**config.mk**
```make
export PLATFORM = sky130hd
export DESIGN_NAME = uart_line_format_control
export DESIGN_NICKNAME = d
export VERILOG_FILES = /design/src/design/uart_lfc_pkg.sv /design/src/design/uart_tx_frame.sv /design/src/design/uart_line_format_control.sv
export SDC_FILE = /design/constraint.sdc
export NUM_CORES = 1
export LEC_CHECK = 0
export ABC_AREA = 1
export BUFFER_PORTS_ARGS = -buffer_cell sky130_fd_sc_hd__buf_4
export CAP_MARGIN = 20
export CORE_MARGIN = 10
export CORE_UTILIZATION = 60
export DETAILED_ROUTE_END_ITERATION = 8
export GPL_TIMING_DRIVEN = 0
export PLACE_DENSITY = 0.8
export SLEW_MARGIN = 20
export SYNTH_ARGS = -nofsm -noshare
export SYNTH_HDL_FRONTEND = slang
export SYNTH_HIERARCHICAL = 1
export SYNTH_SLANG_ARGS = --single-unit
```
**constraint.sdc**
```tcl
create_clock -name clk -period 4.2 [get_ports clk]
set_input_delay 0.42 -clock clk [delete_from_list [all_inputs] [get_ports clk]]
set_output_delay 0.42 -clock clk [all_outputs]
set_load 0.05 [all_outputs]
```
**src/design/uart_lfc_pkg.sv**
```systemverilog
package uart_lfc_pkg;

	// register indices; byte address is four times the index
	localparam logic [2:0] IDX_DATA = 3'h0;
	localparam logic [2:0] IDX_IER  = 3'h1;
	localparam logic [2:0] IDX_LFC  = 3'h3;
	localparam logic [2:0] IDX_LSR  = 3'h5;

	// line_format_control field positions
	localparam int LFC_DIV_SEL  = 7;
	localparam int LFC_BREAK    = 6;
	localparam int LFC_STICK    = 5;
	localparam int LFC_EVEN     = 4;
	localparam int LFC_PAR_EN   = 3;
	localparam int LFC_STOP_EXT = 2;
	localparam int LFC_LEN_LSB  = 0;

	// line status field positions
	localparam int LSR_READY    = 0;
	localparam int LSR_PAR_ERR  = 2;
	localparam int LSR_FRM_ERR  = 3;
	localparam int LSR_THR_MT   = 5;
	localparam int LSR_TX_IDLE  = 6;

	localparam logic [7:0]  LFC_RESET = 8'h00;
	localparam logic [7:0]  IER_RESET = 8'h00;
	localparam logic [15:0] DIV_RESET = 16'h0010;

	// data bits per character from the length field
	function automatic logic [3:0] char_bits(input logic [7:0] lfc);
		char_bits = 4'h5 + {2'h0, lfc[LFC_LEN_LSB +: 2]};
	endfunction : char_bits

	// zero the data bits above the character length
	function automatic logic [7:0] char_mask(input logic [7:0] d, input logic [7:0] lfc);
		char_mask = d & (8'hff >> (4'h8 - char_bits(lfc)));
	endfunction : char_mask

	// parity bit value for sending and for checking alike
	function automatic logic parity_of(input logic [7:0] d, input logic [7:0] lfc);
		if (lfc[LFC_STICK])
			parity_of = ~lfc[LFC_EVEN];
		else
			parity_of = lfc[LFC_EVEN] ? ^char_mask(d, lfc) : ~^char_mask(d, lfc);
	endfunction : parity_of

endpackage : uart_lfc_pkg

```
**src/design/uart_tx_frame.sv**
```systemverilog
`timescale 1ns/100ps
`default_nettype none
module uart_tx_frame
	import uart_lfc_pkg::*;
(
	input  wire logic        clk,     // controller clock
	input  wire logic        resetn,  // async reset, active low
	input  wire logic        start,   // one-cycle request to send
	input  wire logic [7:0]  data,    // character to send
	input  wire logic [7:0]  lfc,     // line format at start
	input  wire logic [15:0] divisor, // clocks per bit
	output logic             busy,    // frame in progress
	output logic             line     // serial level before break
);
	typedef enum logic [4:0] {
		T_IDLE  = 5'b00001,
		T_START = 5'b00010,
		T_DATA  = 5'b00100,
		T_PAR   = 5'b01000,
		T_STOP  = 5'b10000
	} tx_state_t;

	tx_state_t   state_q;
	logic [16:0] cnt_q;
	logic [2:0]  bit_q;
	logic [7:0]  sh_q;
	logic [7:0]  cfg_q;
	logic [15:0] div_q;

	wire  [16:0] bit_end  = {1'b0, div_q} - 17'h00001;
	// one stop bit; with bit 2 set, 1.5 stop bits for 5-bit characters, else two
	wire  [16:0] stop_len = !cfg_q[LFC_STOP_EXT] ? {1'b0, div_q} :
	                        (cfg_q[LFC_LEN_LSB +: 2] == 2'h0) ? {1'b0, div_q} + {2'h0, div_q[15:1]} :
	                        {div_q, 1'b0}; // RULE_06
	wire         last     = (state_q == T_STOP) ? (cnt_q == stop_len - 17'h00001) : (cnt_q == bit_end);
	wire  [2:0]  top_bit  = 3'(char_bits(cfg_q) - 4'h1); // RULE_09

	always_ff @(posedge clk or negedge resetn)
	begin
		if (!resetn)
		begin
			state_q <= T_IDLE;
			cnt_q   <= 17'h00000;
			bit_q   <= 3'h0;
			sh_q    <= 8'h00;
			cfg_q   <= LFC_RESET;
			div_q   <= DIV_RESET;
			line    <= 1'b1;
			busy    <= 1'b0;
		end
		else
		begin
			cnt_q <= (state_q == T_IDLE || last) ? 17'h00000 : cnt_q + 17'h00001;
			case (state_q)
				T_IDLE:
					if (start)
					begin
						state_q <= T_START;
						sh_q    <= data;
						cfg_q   <= lfc;
						div_q   <= divisor;
						line    <= 1'b0;
						busy    <= 1'b1;
						bit_q   <= 3'h0;
					end
				T_START:
					if (last)
					begin
						state_q <= T_DATA;
						line    <= sh_q[0];
					end
				T_DATA:
					if (last)
					begin
						bit_q <= bit_q + 3'h1;
						if (bit_q == top_bit) // RULE_08
						begin
							// parity sits between last data bit and first stop bit
							state_q <= cfg_q[LFC_PAR_EN] ? T_PAR : T_STOP; // RULE_05
							line    <= cfg_q[LFC_PAR_EN] ? parity_of(sh_q, cfg_q) : 1'b1; // RULE_03 RULE_04
						end
						else
							line <= sh_q[bit_q + 3'h1];
					end
				T_PAR:
					if (last)
					begin
						state_q <= T_STOP;
						line    <= 1'b1;
					end
				T_STOP:
					if (last)
					begin
						state_q <= T_IDLE;
						busy    <= 1'b0;
					end
				default:
					state_q <= T_IDLE;
			endcase
		end
	end
endmodule : uart_tx_frame
`default_nettype wire

```
**src/design/uart_line_format_control.sv**
```systemverilog
// Operation
// RULE_01: divisor access select 1 maps shared addresses to divisor latches, else data and enables.
// RULE_02: break bit 6 holds the serial output low until software clears it.
// RULE_03: with bits 3 and 5 set, parity is fixed: 0 if bit 4 set, else 1.
// RULE_04: normal parity: bit 4 low odd, high even, over data plus parity.
// RULE_05: bit 3 adds a parity bit after the data, checked by the receiver.
// RULE_06: bit 2 gives 1.5 stop bits for 5-bit characters, two otherwise.
// RULE_07: receiver checks only the first stop bit.
// RULE_08: bits 1:0 select 5, 6, 7 or 8 data bits for both directions.
// RULE_09: character length counts data only; start, parity, stop are added.
// RULE_10: line format register is read/write and resets to zero.
//
// The APB interface to the registers is this design's own decision.
`timescale 1ns/100ps
`default_nettype none
module uart_line_format_control
	import uart_lfc_pkg::*;
#(
	parameter int ADDR_W = 12
)
(
	input  wire logic              clk,     // controller clock, 100 MHz
	input  wire logic              resetn,  // async reset, active low
	input  wire logic              psel,    // apb select
	input  wire logic              penable, // apb access phase
	input  wire logic              pwrite,  // apb direction
	input  wire logic [ADDR_W-1:0] paddr,   // apb byte address
	input  wire logic [31:0]       pwdata,  // apb write data
	output logic      [31:0]       prdata,  // apb read data
	output logic                   pready,  // apb ready
	output logic                   pslverr, // apb error, unmapped address
	input  wire logic              rxd,     // serial input
	output logic                   txd      // serial output
);
	// refused at elaboration: the decode needs index bits 4:2 and a zero test above them
	if (ADDR_W < 5)
	begin : g_addr_w_check
		$error("ADDR_W too small for the register map");
	end

	typedef enum logic [4:0] {
		R_IDLE  = 5'b00001,
		R_START = 5'b00010,
		R_DATA  = 5'b00100,
		R_PAR   = 5'b01000,
		R_STOP  = 5'b10000
	} rx_state_t;

	logic [7:0]  lfc_q;
	logic [7:0]  ier_q;
	logic [15:0] div_q;
	logic [7:0]  rbuf_q;
	logic        ready_q;
	logic        par_err_q;
	logic        frm_err_q;
	rx_state_t   rx_q;
	logic [15:0] rcnt_q;
	logic [2:0]  rbit_q;
	logic [7:0]  rsh_q;
	logic        rpar_q;
	logic        tx_busy;
	logic        tx_line;

	// apb decode
	wire         in_word  = (paddr[1:0] == 2'h0) && (paddr[ADDR_W-1:5] == '0);
	wire  [2:0]  idx      = paddr[4:2];
	wire         hit_data = in_word && (idx == IDX_DATA);
	wire         hit_ier  = in_word && (idx == IDX_IER);
	wire         hit_lfc  = in_word && (idx == IDX_LFC);
	wire         hit_lsr  = in_word && (idx == IDX_LSR);
	wire         mapped   = hit_data || hit_ier || hit_lfc || hit_lsr;
	wire         dsel     = lfc_q[LFC_DIV_SEL];
	wire         access   = psel && penable && !pready;
	wire         done     = psel && penable && pready;
	wire         wr_done  = done && pwrite;
	wire         rd_done  = done && !pwrite;

	wire  [7:0]  lsr_val  = {1'b0, !tx_busy, !tx_busy, 1'b0, frm_err_q, par_err_q, 1'b0, ready_q};
	wire  [7:0]  rd_byte  = hit_data ? (dsel ? div_q[7:0] : rbuf_q) : // RULE_01
	                        hit_ier  ? (dsel ? div_q[15:8] : ier_q) :  // RULE_01
	                        hit_lfc  ? lfc_q :                         // RULE_10
	                        hit_lsr  ? lsr_val : 8'h00;

	wire         tx_start = wr_done && hit_data && !dsel && !tx_busy; // RULE_01
	wire         rb_read  = rd_done && hit_data && !dsel;
	wire         ls_read  = rd_done && hit_lsr;

	// one wait state: data registered during the first access cycle
	always_ff @(posedge clk or negedge resetn)
	begin
		if (!resetn)
		begin
			pready  <= 1'b0;
			prdata  <= 32'h00000000;
			pslverr <= 1'b0;
		end
		else
		begin
			pready  <= access;
			prdata  <= (access && !pwrite) ? {24'h000000, rd_byte} : 32'h00000000;
			pslverr <= access && !mapped;
		end
	end

	always_ff @(posedge clk or negedge resetn)
	begin
		if (!resetn)
		begin
			lfc_q <= LFC_RESET; // RULE_10
			ier_q <= IER_RESET;
			div_q <= DIV_RESET;
		end
		else if (wr_done)
		begin
			if (hit_lfc)
				lfc_q <= pwdata[7:0]; // RULE_10
			if (hit_ier && !dsel)
				ier_q <= pwdata[7:0];
			if (hit_data && dsel)
				div_q[7:0] <= pwdata[7:0]; // RULE_01
			if (hit_ier && dsel)
				div_q[15:8] <= pwdata[7:0]; // RULE_01
		end
	end

	uart_tx_frame u_tx (
		.clk     (clk),
		.resetn  (resetn),
		.start   (tx_start),
		.data    (pwdata[7:0]),
		.lfc     (lfc_q),
		.divisor (div_q),
		.busy    (tx_busy),
		.line    (tx_line)
	);

	// break overrides the frame without stopping it; the frame runs on unseen
	always_ff @(posedge clk or negedge resetn)
	begin
		if (!resetn)
			txd <= 1'b1;
		else
			txd <= lfc_q[LFC_BREAK] ? 1'b0 : tx_line; // RULE_02
	end

	// receiver; length and parity follow the live register
	wire  [15:0] half_end = {1'b0, div_q[15:1]};
	wire  [15:0] bit_end  = div_q - 16'h0001;
	wire         rtick    = (rx_q == R_START) ? (rcnt_q == half_end) : (rcnt_q == bit_end);
	wire  [2:0]  rtop     = 3'(char_bits(lfc_q) - 4'h1); // RULE_08 RULE_09
	wire  [7:0]  rdata    = rsh_q >> (4'h8 - char_bits(lfc_q));
	wire         got_char = (rx_q == R_STOP) && rtick;
	wire         par_bad  = lfc_q[LFC_PAR_EN] && (rpar_q != parity_of(rdata, lfc_q)); // RULE_03 RULE_04 RULE_05

	always_ff @(posedge clk or negedge resetn)
	begin
		if (!resetn)
		begin
			rx_q   <= R_IDLE;
			rcnt_q <= 16'h0000;
			rbit_q <= 3'h0;
			rsh_q  <= 8'h00;
			rpar_q <= 1'b0;
		end
		else
		begin
			rcnt_q <= (rx_q == R_IDLE || rtick) ? 16'h0000 : rcnt_q + 16'h0001;
			case (rx_q)
				R_IDLE:
					if (!rxd)
						rx_q <= R_START;
				R_START:
					if (rtick)
					begin
						rx_q   <= rxd ? R_IDLE : R_DATA;
						rbit_q <= 3'h0;
					end
				R_DATA:
					if (rtick)
					begin
						rsh_q  <= {rxd, rsh_q[7:1]};
						rbit_q <= rbit_q + 3'h1;
						if (rbit_q == rtop)
							rx_q <= lfc_q[LFC_PAR_EN] ? R_PAR : R_STOP; // RULE_05
					end
				R_PAR:
					if (rtick)
					begin
						rpar_q <= rxd;
						rx_q   <= R_STOP;
					end
				R_STOP:
					// only the first stop bit is sampled, then idle again
					if (rtick)
						rx_q <= R_IDLE; // RULE_07
				default:
					rx_q <= R_IDLE;
			endcase
		end
	end

	// set wins over a clearing read in the same cycle
	always_ff @(posedge clk or negedge resetn)
	begin
		if (!resetn)
		begin
			rbuf_q    <= 8'h00;
			ready_q   <= 1'b0;
			par_err_q <= 1'b0;
			frm_err_q <= 1'b0;
		end
		else
		begin
			if (got_char)
				rbuf_q <= rdata;
			ready_q   <= got_char || (ready_q && !rb_read);
			par_err_q <= (got_char && par_bad) || (par_err_q && !ls_read);
			frm_err_q <= (got_char && !rxd) || (frm_err_q && !ls_read); // RULE_07
		end
	end
endmodule : uart_line_format_control
`default_nettype wire

```
After elaboration in Yosys (flattened, before gate mapping):

Cells that the tools add are included.

* output and inout bits: 35
* bits of input ports: 50
* bits in registers: 144

* reduce and logical (&&, ||, !) cells: 69
* bitwise logic cells: 4
* order comparisons: 1
* mux-type cells: 53
* add/subtract/negate cells: 14
* shift operators: 3
* eq/ne operators: 32

Operators with widths (count)
* two-way mux 5 bit: 14
* two-way mux 17 bit: 3
* case mux 5 bit (5 select lines): 2
* two-way mux 8 bit: 6
* == test 17 bit: 2
* logical AND 1 bit: 28
* adder 16 x 15 -> 17 bit: 1
* adder 17 x 1 -> 17 bit, second input constant: 1
* subtractor 16 x 1 -> 17 bit, second input constant: 1
* subtractor 17 x 1 -> 17 bit, second input constant: 1
* adder 16 x 1 -> 16 bit, second input constant: 1
* AND 8 bit: 2
* == test 16 x 15 -> 1 bit: 1
* == test 16 bit: 1
* two-way mux 1 bit: 16
* two-way mux 16 bit: 1
* XNOR reduction 8 bit: 2
* parity 8 bit: 2
* right shift 8 x 4 -> 8 bit, first input constant: 2
* subtractor 16 x 1 -> 16 bit, second input constant: 1
* two-way mux 3 bit: 5
* != test 2 bit, second input constant: 7
* AND reduction 2 bit: 7
* case mux 3 bit (2 select lines): 2
* other kinds (32): 67

Longest topological paths before layout:

* word-level depth: 11
* mapped depth: 27
* mapped depth without buffers: 27

Hierarchy:

Netlist, hierarchy kept.

Modules (own cells, without submodules)
* uart_line_format_control: seq. area each 2180.8 sq um, area each 5708.0 sq um, cells an instance 837, times used 1
* uart_tx_frame: seq. area each 1430.1 sq um, area each 5138.7 sq um, cells an instance 818, times used 1

Worst setup path after synthesis:

Ideal clock, no wire load.

* kind: reg2reg
* start point: register u_tx.div_q[0]
* end point: register u_tx.busy
* cell stages (with the launch flop): 26
* setup time: 130 ps
* data required time: 4070 ps
* arrival: 3040 ps
* setup slack: 1030 ps
* clock period less this slack: 3170 ps
* cell sequence: dfrtp_1 ha_1 inv_1 fa_1 nand2_1 o21ai_0 nand3_2 nand2_2 ha_1 inv_1 nor2_2 nand3_2 nor2_2 nand3_2 nor2_4 nand2_1 nand2_1 nand2_1 inv_1 nand2_1 nor2_2 nand3_4 a21oi_4 o21ai_1 nand2_1 nand2_1

* cells in the longest elaborated chain, start to end: 8
* elaborated cells between the ends (all ways): 10
* classes of those cells: add/sub: 3; eq/ne: 3; mux: 3; reduce/logical: 1

Ends and longest elaborated chain
* start: declaration: line uart_tx_frame.sv:28 `logic [15:0] div_q;`
* start signal: assignment: line uart_tx_frame.sv:61 `div_q <= divisor;`
* adder 16 x 15 -> 17 bit: line uart_tx_frame.sv:33 `(cfg_q[LFC_LEN_LSB +: 2] == 2'h0) ? {1'b0, div_q} + {2'h0, div_q[15:1]} :`
* two-way mux 17 bit: line uart_tx_frame.sv:33
* two-way mux 17 bit: line uart_tx_frame.sv:32 `wire [16:0] stop_len = !cfg_q[LFC_STOP_EXT] ? {1'b0, div_q} :`
* subtractor 17 x 1 -> 17 bit: line uart_tx_frame.sv:35 `wire last = (state_q == T_STOP) ? (cnt_q == stop_len - 17'h00001) : (cnt_q == bit_end);`
* == test 17 bit: line uart_tx_frame.sv:35
* two-way mux 1 bit (*): line uart_tx_frame.sv:35
* != test 2 x 1 -> 1 bit (no line) (*)
* AND reduction 3 bit (no line) (*)
* end signal: assignment: line uart_tx_frame.sv:49 `busy <= 1'b0;`
* end signal: assignment: line uart_tx_frame.sv:63 `busy <= 1'b1;`
* end signal: assignment: line uart_tx_frame.sv:95 `busy <= 1'b0;`
* end: declaration: line uart_tx_frame.sv:12 `output logic busy,`

Every way passes the cells marked *; elsewhere a longest branch is shown, timed or not.
A chain may end at the register's enable or synchronous reset.

Worst setup path after layout:

* start point: register u_tx.div_q[1]
* end point: register u_tx.busy

Same word-level chain as after synthesis.

==> key figures <==
Status
  – Status: complete, no violations

Power
  – Power density over the cells: 368.2 nW/um2
  – Lkg Pwr: 6.298 nW
  – Total power: 4.502 mW
  – Max rail drop VDD: 0.3496 mV

Final layout
  – Share of cells above drive strength 1: 0.1103
  – P&R area growth vs syn: 12.71%
  – Layout net count: 1815
  – Filler Cells Inserted: 1585
  – Final core occ: 0.6829
  – Ant. Diodes: 0
  – Cell area after layout: 12230 um2

Synthesis
  – Sequential-to-total area share from yosys stat: 0.3329
  – Yosys reg bits: 144
  – Post-Synthesis Cells: 1655
  – Yosys top cell by area: dfrtp_1
  – Top FF cell, synth: dfrtp_1
  – Async set-reset flop share out of synthesis: 1.000
  – Synthesized area: 10850 um2
  – Most common cell in the netlist: nand2_1
  – Syn avg cell area: between 6 and 7 um2
  – Area fraction of the dominant cell type after synthesis: 0.3184
  – Synth cell count leaders: nand2_1 (543), inv_1 (222), nor2_1 (167), nand3_1 (154), dfrtp_1 (138)
  – Count of flip-flops with a built-in enable after synthesis: 0
  – Top post-synthesis cells by area: dfrtp_1 (32%), nand2_1 (19%), inv_1 (7.7%)
  – Unique masters post-synth: 54
  – Yosys Warn Count: 6

STA
  – Hold_ws: 231.2 ps
  – Skew final: 13.69 ps
  – Tmin final: 3725 ps
  – Unrepaired setup endpoints after global routing: no
  – Max Fclk: 0.2685 GHz
  – Setup tns final: 0 ps
  – Max Transition Viols Final: 0
  – Final setup fails: 0
  – Fin crit share: 0.8869
  – Actual slew at the worst max-slew pin: 847.0 ps
  – Final hold vios: 0
  – Rel. slew slack: 0.4301

Min path
  – Hold/Removal Path Class: input pin to flip-flop
  – Worst Hold Path Cells: 2
  – Worst Hold Launch: pwdata[2]
  – Worst Hold Path EP: u_tx/sh_q[2]

Critical path
  – Arr. time, crit path: 4010 ps
  – Worst EP required: 4490 ps
  – CP Launch Type: flip-flop
  – Critical Path Sink Type: flip-flop
  – Reg2reg start: u_tx/div_q[1]
  – Reg2reg path depth: 25
  – R2r endpoint: u_tx/busy
  – Largest fanout on the critical path: 8
  – Flop-to-flop setup slack: roughly 480 ps
  – CP Class: flip-flop to flip-flop

Place
  – Placed instance area: around 12000 um2
  – Buffers on Ports: 36
  – Half-perimeter wire length after placement: 22780 um
  – GP Congestion: 0.9406

Global routing
  – Initial antenna violation count: 0
  – Total global-route track usage: 0.2471
  – Largest net degree at the start of global routing: 85
  – Congestion Overflow GR: 0
  – Vias in the first global route: 9932
  – Global-route wire length before repair: 49020 um

Floorplan
  – Die ar.: 23860 um2
  – Ports: 85
  – Die width: between 150 and 200 um
  – Core Region: roughly 18000 um2
  – Starting density of the core: 0.6059
  – Die Ht: 154.5 um
  – FP Rows: 49

Clock network
  – Worst skew pair latency: around 430 ps
  – Maximum clock insertion buffer count: 2
  – Sink Count: 144
  – Clk root buf: clkbuf_16
  – Number of CTS-inserted buffers: 17
  – CTS tree: yes
  – H-Tree Depth: 4
  – Clock Pin Slew Worst Setup and Hold Paths: 70 ps

Detailed routing
  – Residual DRC: 0
  – Routed Wire Length: 29500 um
  – DR pass1 iterations: 8
  – Vias: approximately 11000
  – Post-route ant nets: 0
  – Via-to-Cell Ratio: 5.373
  – Wirelength per Cell: 14.91 um
  – 1st-iter DRT viols: 852

Flow run
  – Max Cap Viol: 0
## report_power, final
part / switching, mW / internal (mW)
Sequential: 0.0879 / 1.49
Clock: 0.641 / 1.04
Combinational: 0.836 / 0.413
Total: 1.56 / 2.94
## routing by layer
layer | routed length [um] | global-route usage | up-vias
li1 | - | - | 5386
met1 | 12760 | 0.3080 | 4840
met2 | 14530 | 0.4297 | 358
met3 | 1573 | 0.04049 | 49
met4 | 635 | 0.07152 | 0
met5 | 0 | 0 | -
## critical path, stage by stage, from the launching register on
cell and delay [ps]:
dfrtp_2 410, ha_2 240, inv_1 60, fa_1 390, inv_1 100, nand2_1 70, nand2_1 150, nand3_1 140
nand2_1 160, nand2_1 70, nand3_1 70, nand2_1 70, nand2_2 150, nand2_1 90, nor3_1 190, nand3_1 170
nor2_1 110, nand2_1 60, nand2_1 90, nand2_1 70, inv_2 60, nand3_4 190, a21oi_4 220, o21ai_1 90
nand2_1 80, nand2_1 50
## how the worst max path moves through the flow
stage,to,from,cells after the start
6_report,u_tx/busy,u_tx/div_q[1],25
5_1_grt,u_tx/busy,u_tx/div_q[1],25
4_1_cts,u_tx/cnt_q[12],u_tx/div_q[0],24
3_5_place_dp,u_tx/cnt_q[12],u_tx/div_q[0],24
3_3_place_gp,u_tx/cnt_q[15],u_tx/div_q[1],24
2_1_floorplan,u_tx/busy,u_tx/div_q[0],25
## state kept, by name (all words and copies together), names as in the netlist, 3 cells and up
register	cells
div_q	16
ier_q	8
lfc_q	8
prdata	8
rbit_q	3
rbuf_q	8
rcnt_q	16
rsh_q	8
rx_q	5
u_tx/bit_q	3
u_tx/cfg_q	6
u_tx/cnt_q	17
u_tx/div_q	16
u_tx/sh_q	8
u_tx/state_q	5
## through the flow
stage | instances | setup WS [ps]
floorplan | 1678 | 1030
global placement | 1943 | 384.8
detailed placement | 1945 | 327.0
CTS | 1978 | 310.9
global route | 1979 | 3.199
finish | 1979 | 475.0
## cell families (layout without fill, tap and decap cells)
logic type	count (synthesis)	count (layout)	synth area share
and+or+nand+nor	985	985	0.4012
buffers and inverters	280	352	0.1075
AOI/OAI and AO/OA	173	173	0.08652
DFF	144	144	0.3329
xor gates and xnor gates	34	34	0.02815
adders and majority gates	28	28	0.03299
muxes	10	10	0.01038
other	1	24	0.0003457
## placed cells by master, fill, tap and decap left out, drive strengths merged, types with 2 or more instances in the layout
cell / instances
a21oi: 74
a31oi: 3
and2: 3
buf: 71
bufinv: 4
clkbuf: 36
clkinv: 2
clkinvlp: 3
conb: 24
dfrtp: 138
dfstp: 6
ha: 27
inv: 235
mux2: 10
nand2: 555
nand3: 164
nand3b: 4
nand4: 27
nor2: 194
nor3: 22
nor3b: 4
nor4: 9
o211ai: 3
o21ai: 85
o311ai: 2
or2: 3
xnor2: 9
xor2: 25
## layout make-up
type / count / area, um2 / area share
repair buffers: 40 / 327.8 / 0.02681
clock buffers: 19 / 452.9 / 0.03705
flip-flops and latches: 144 / 3613 / 0.2956
well taps: 229 / 286.5 / 0.02344
plain buffers: 49 / 299.0 / 0.02446
inverters: 231 / 867.1 / 0.07092
multi-input cells: 1254 / 6181 / 0.5056
clock inverters: 13 / 197.7 / 0.01617
## what timing repair did
item / CTS / global route
gates resized for setup: 0 / 6
setup buffers: 0 / 1
endpoints found under the hold margin: 57 / 0
hold buffers: 1 / 0
setup endpoints to repair: 0 / 27
(Power assumes the default switching activity.)
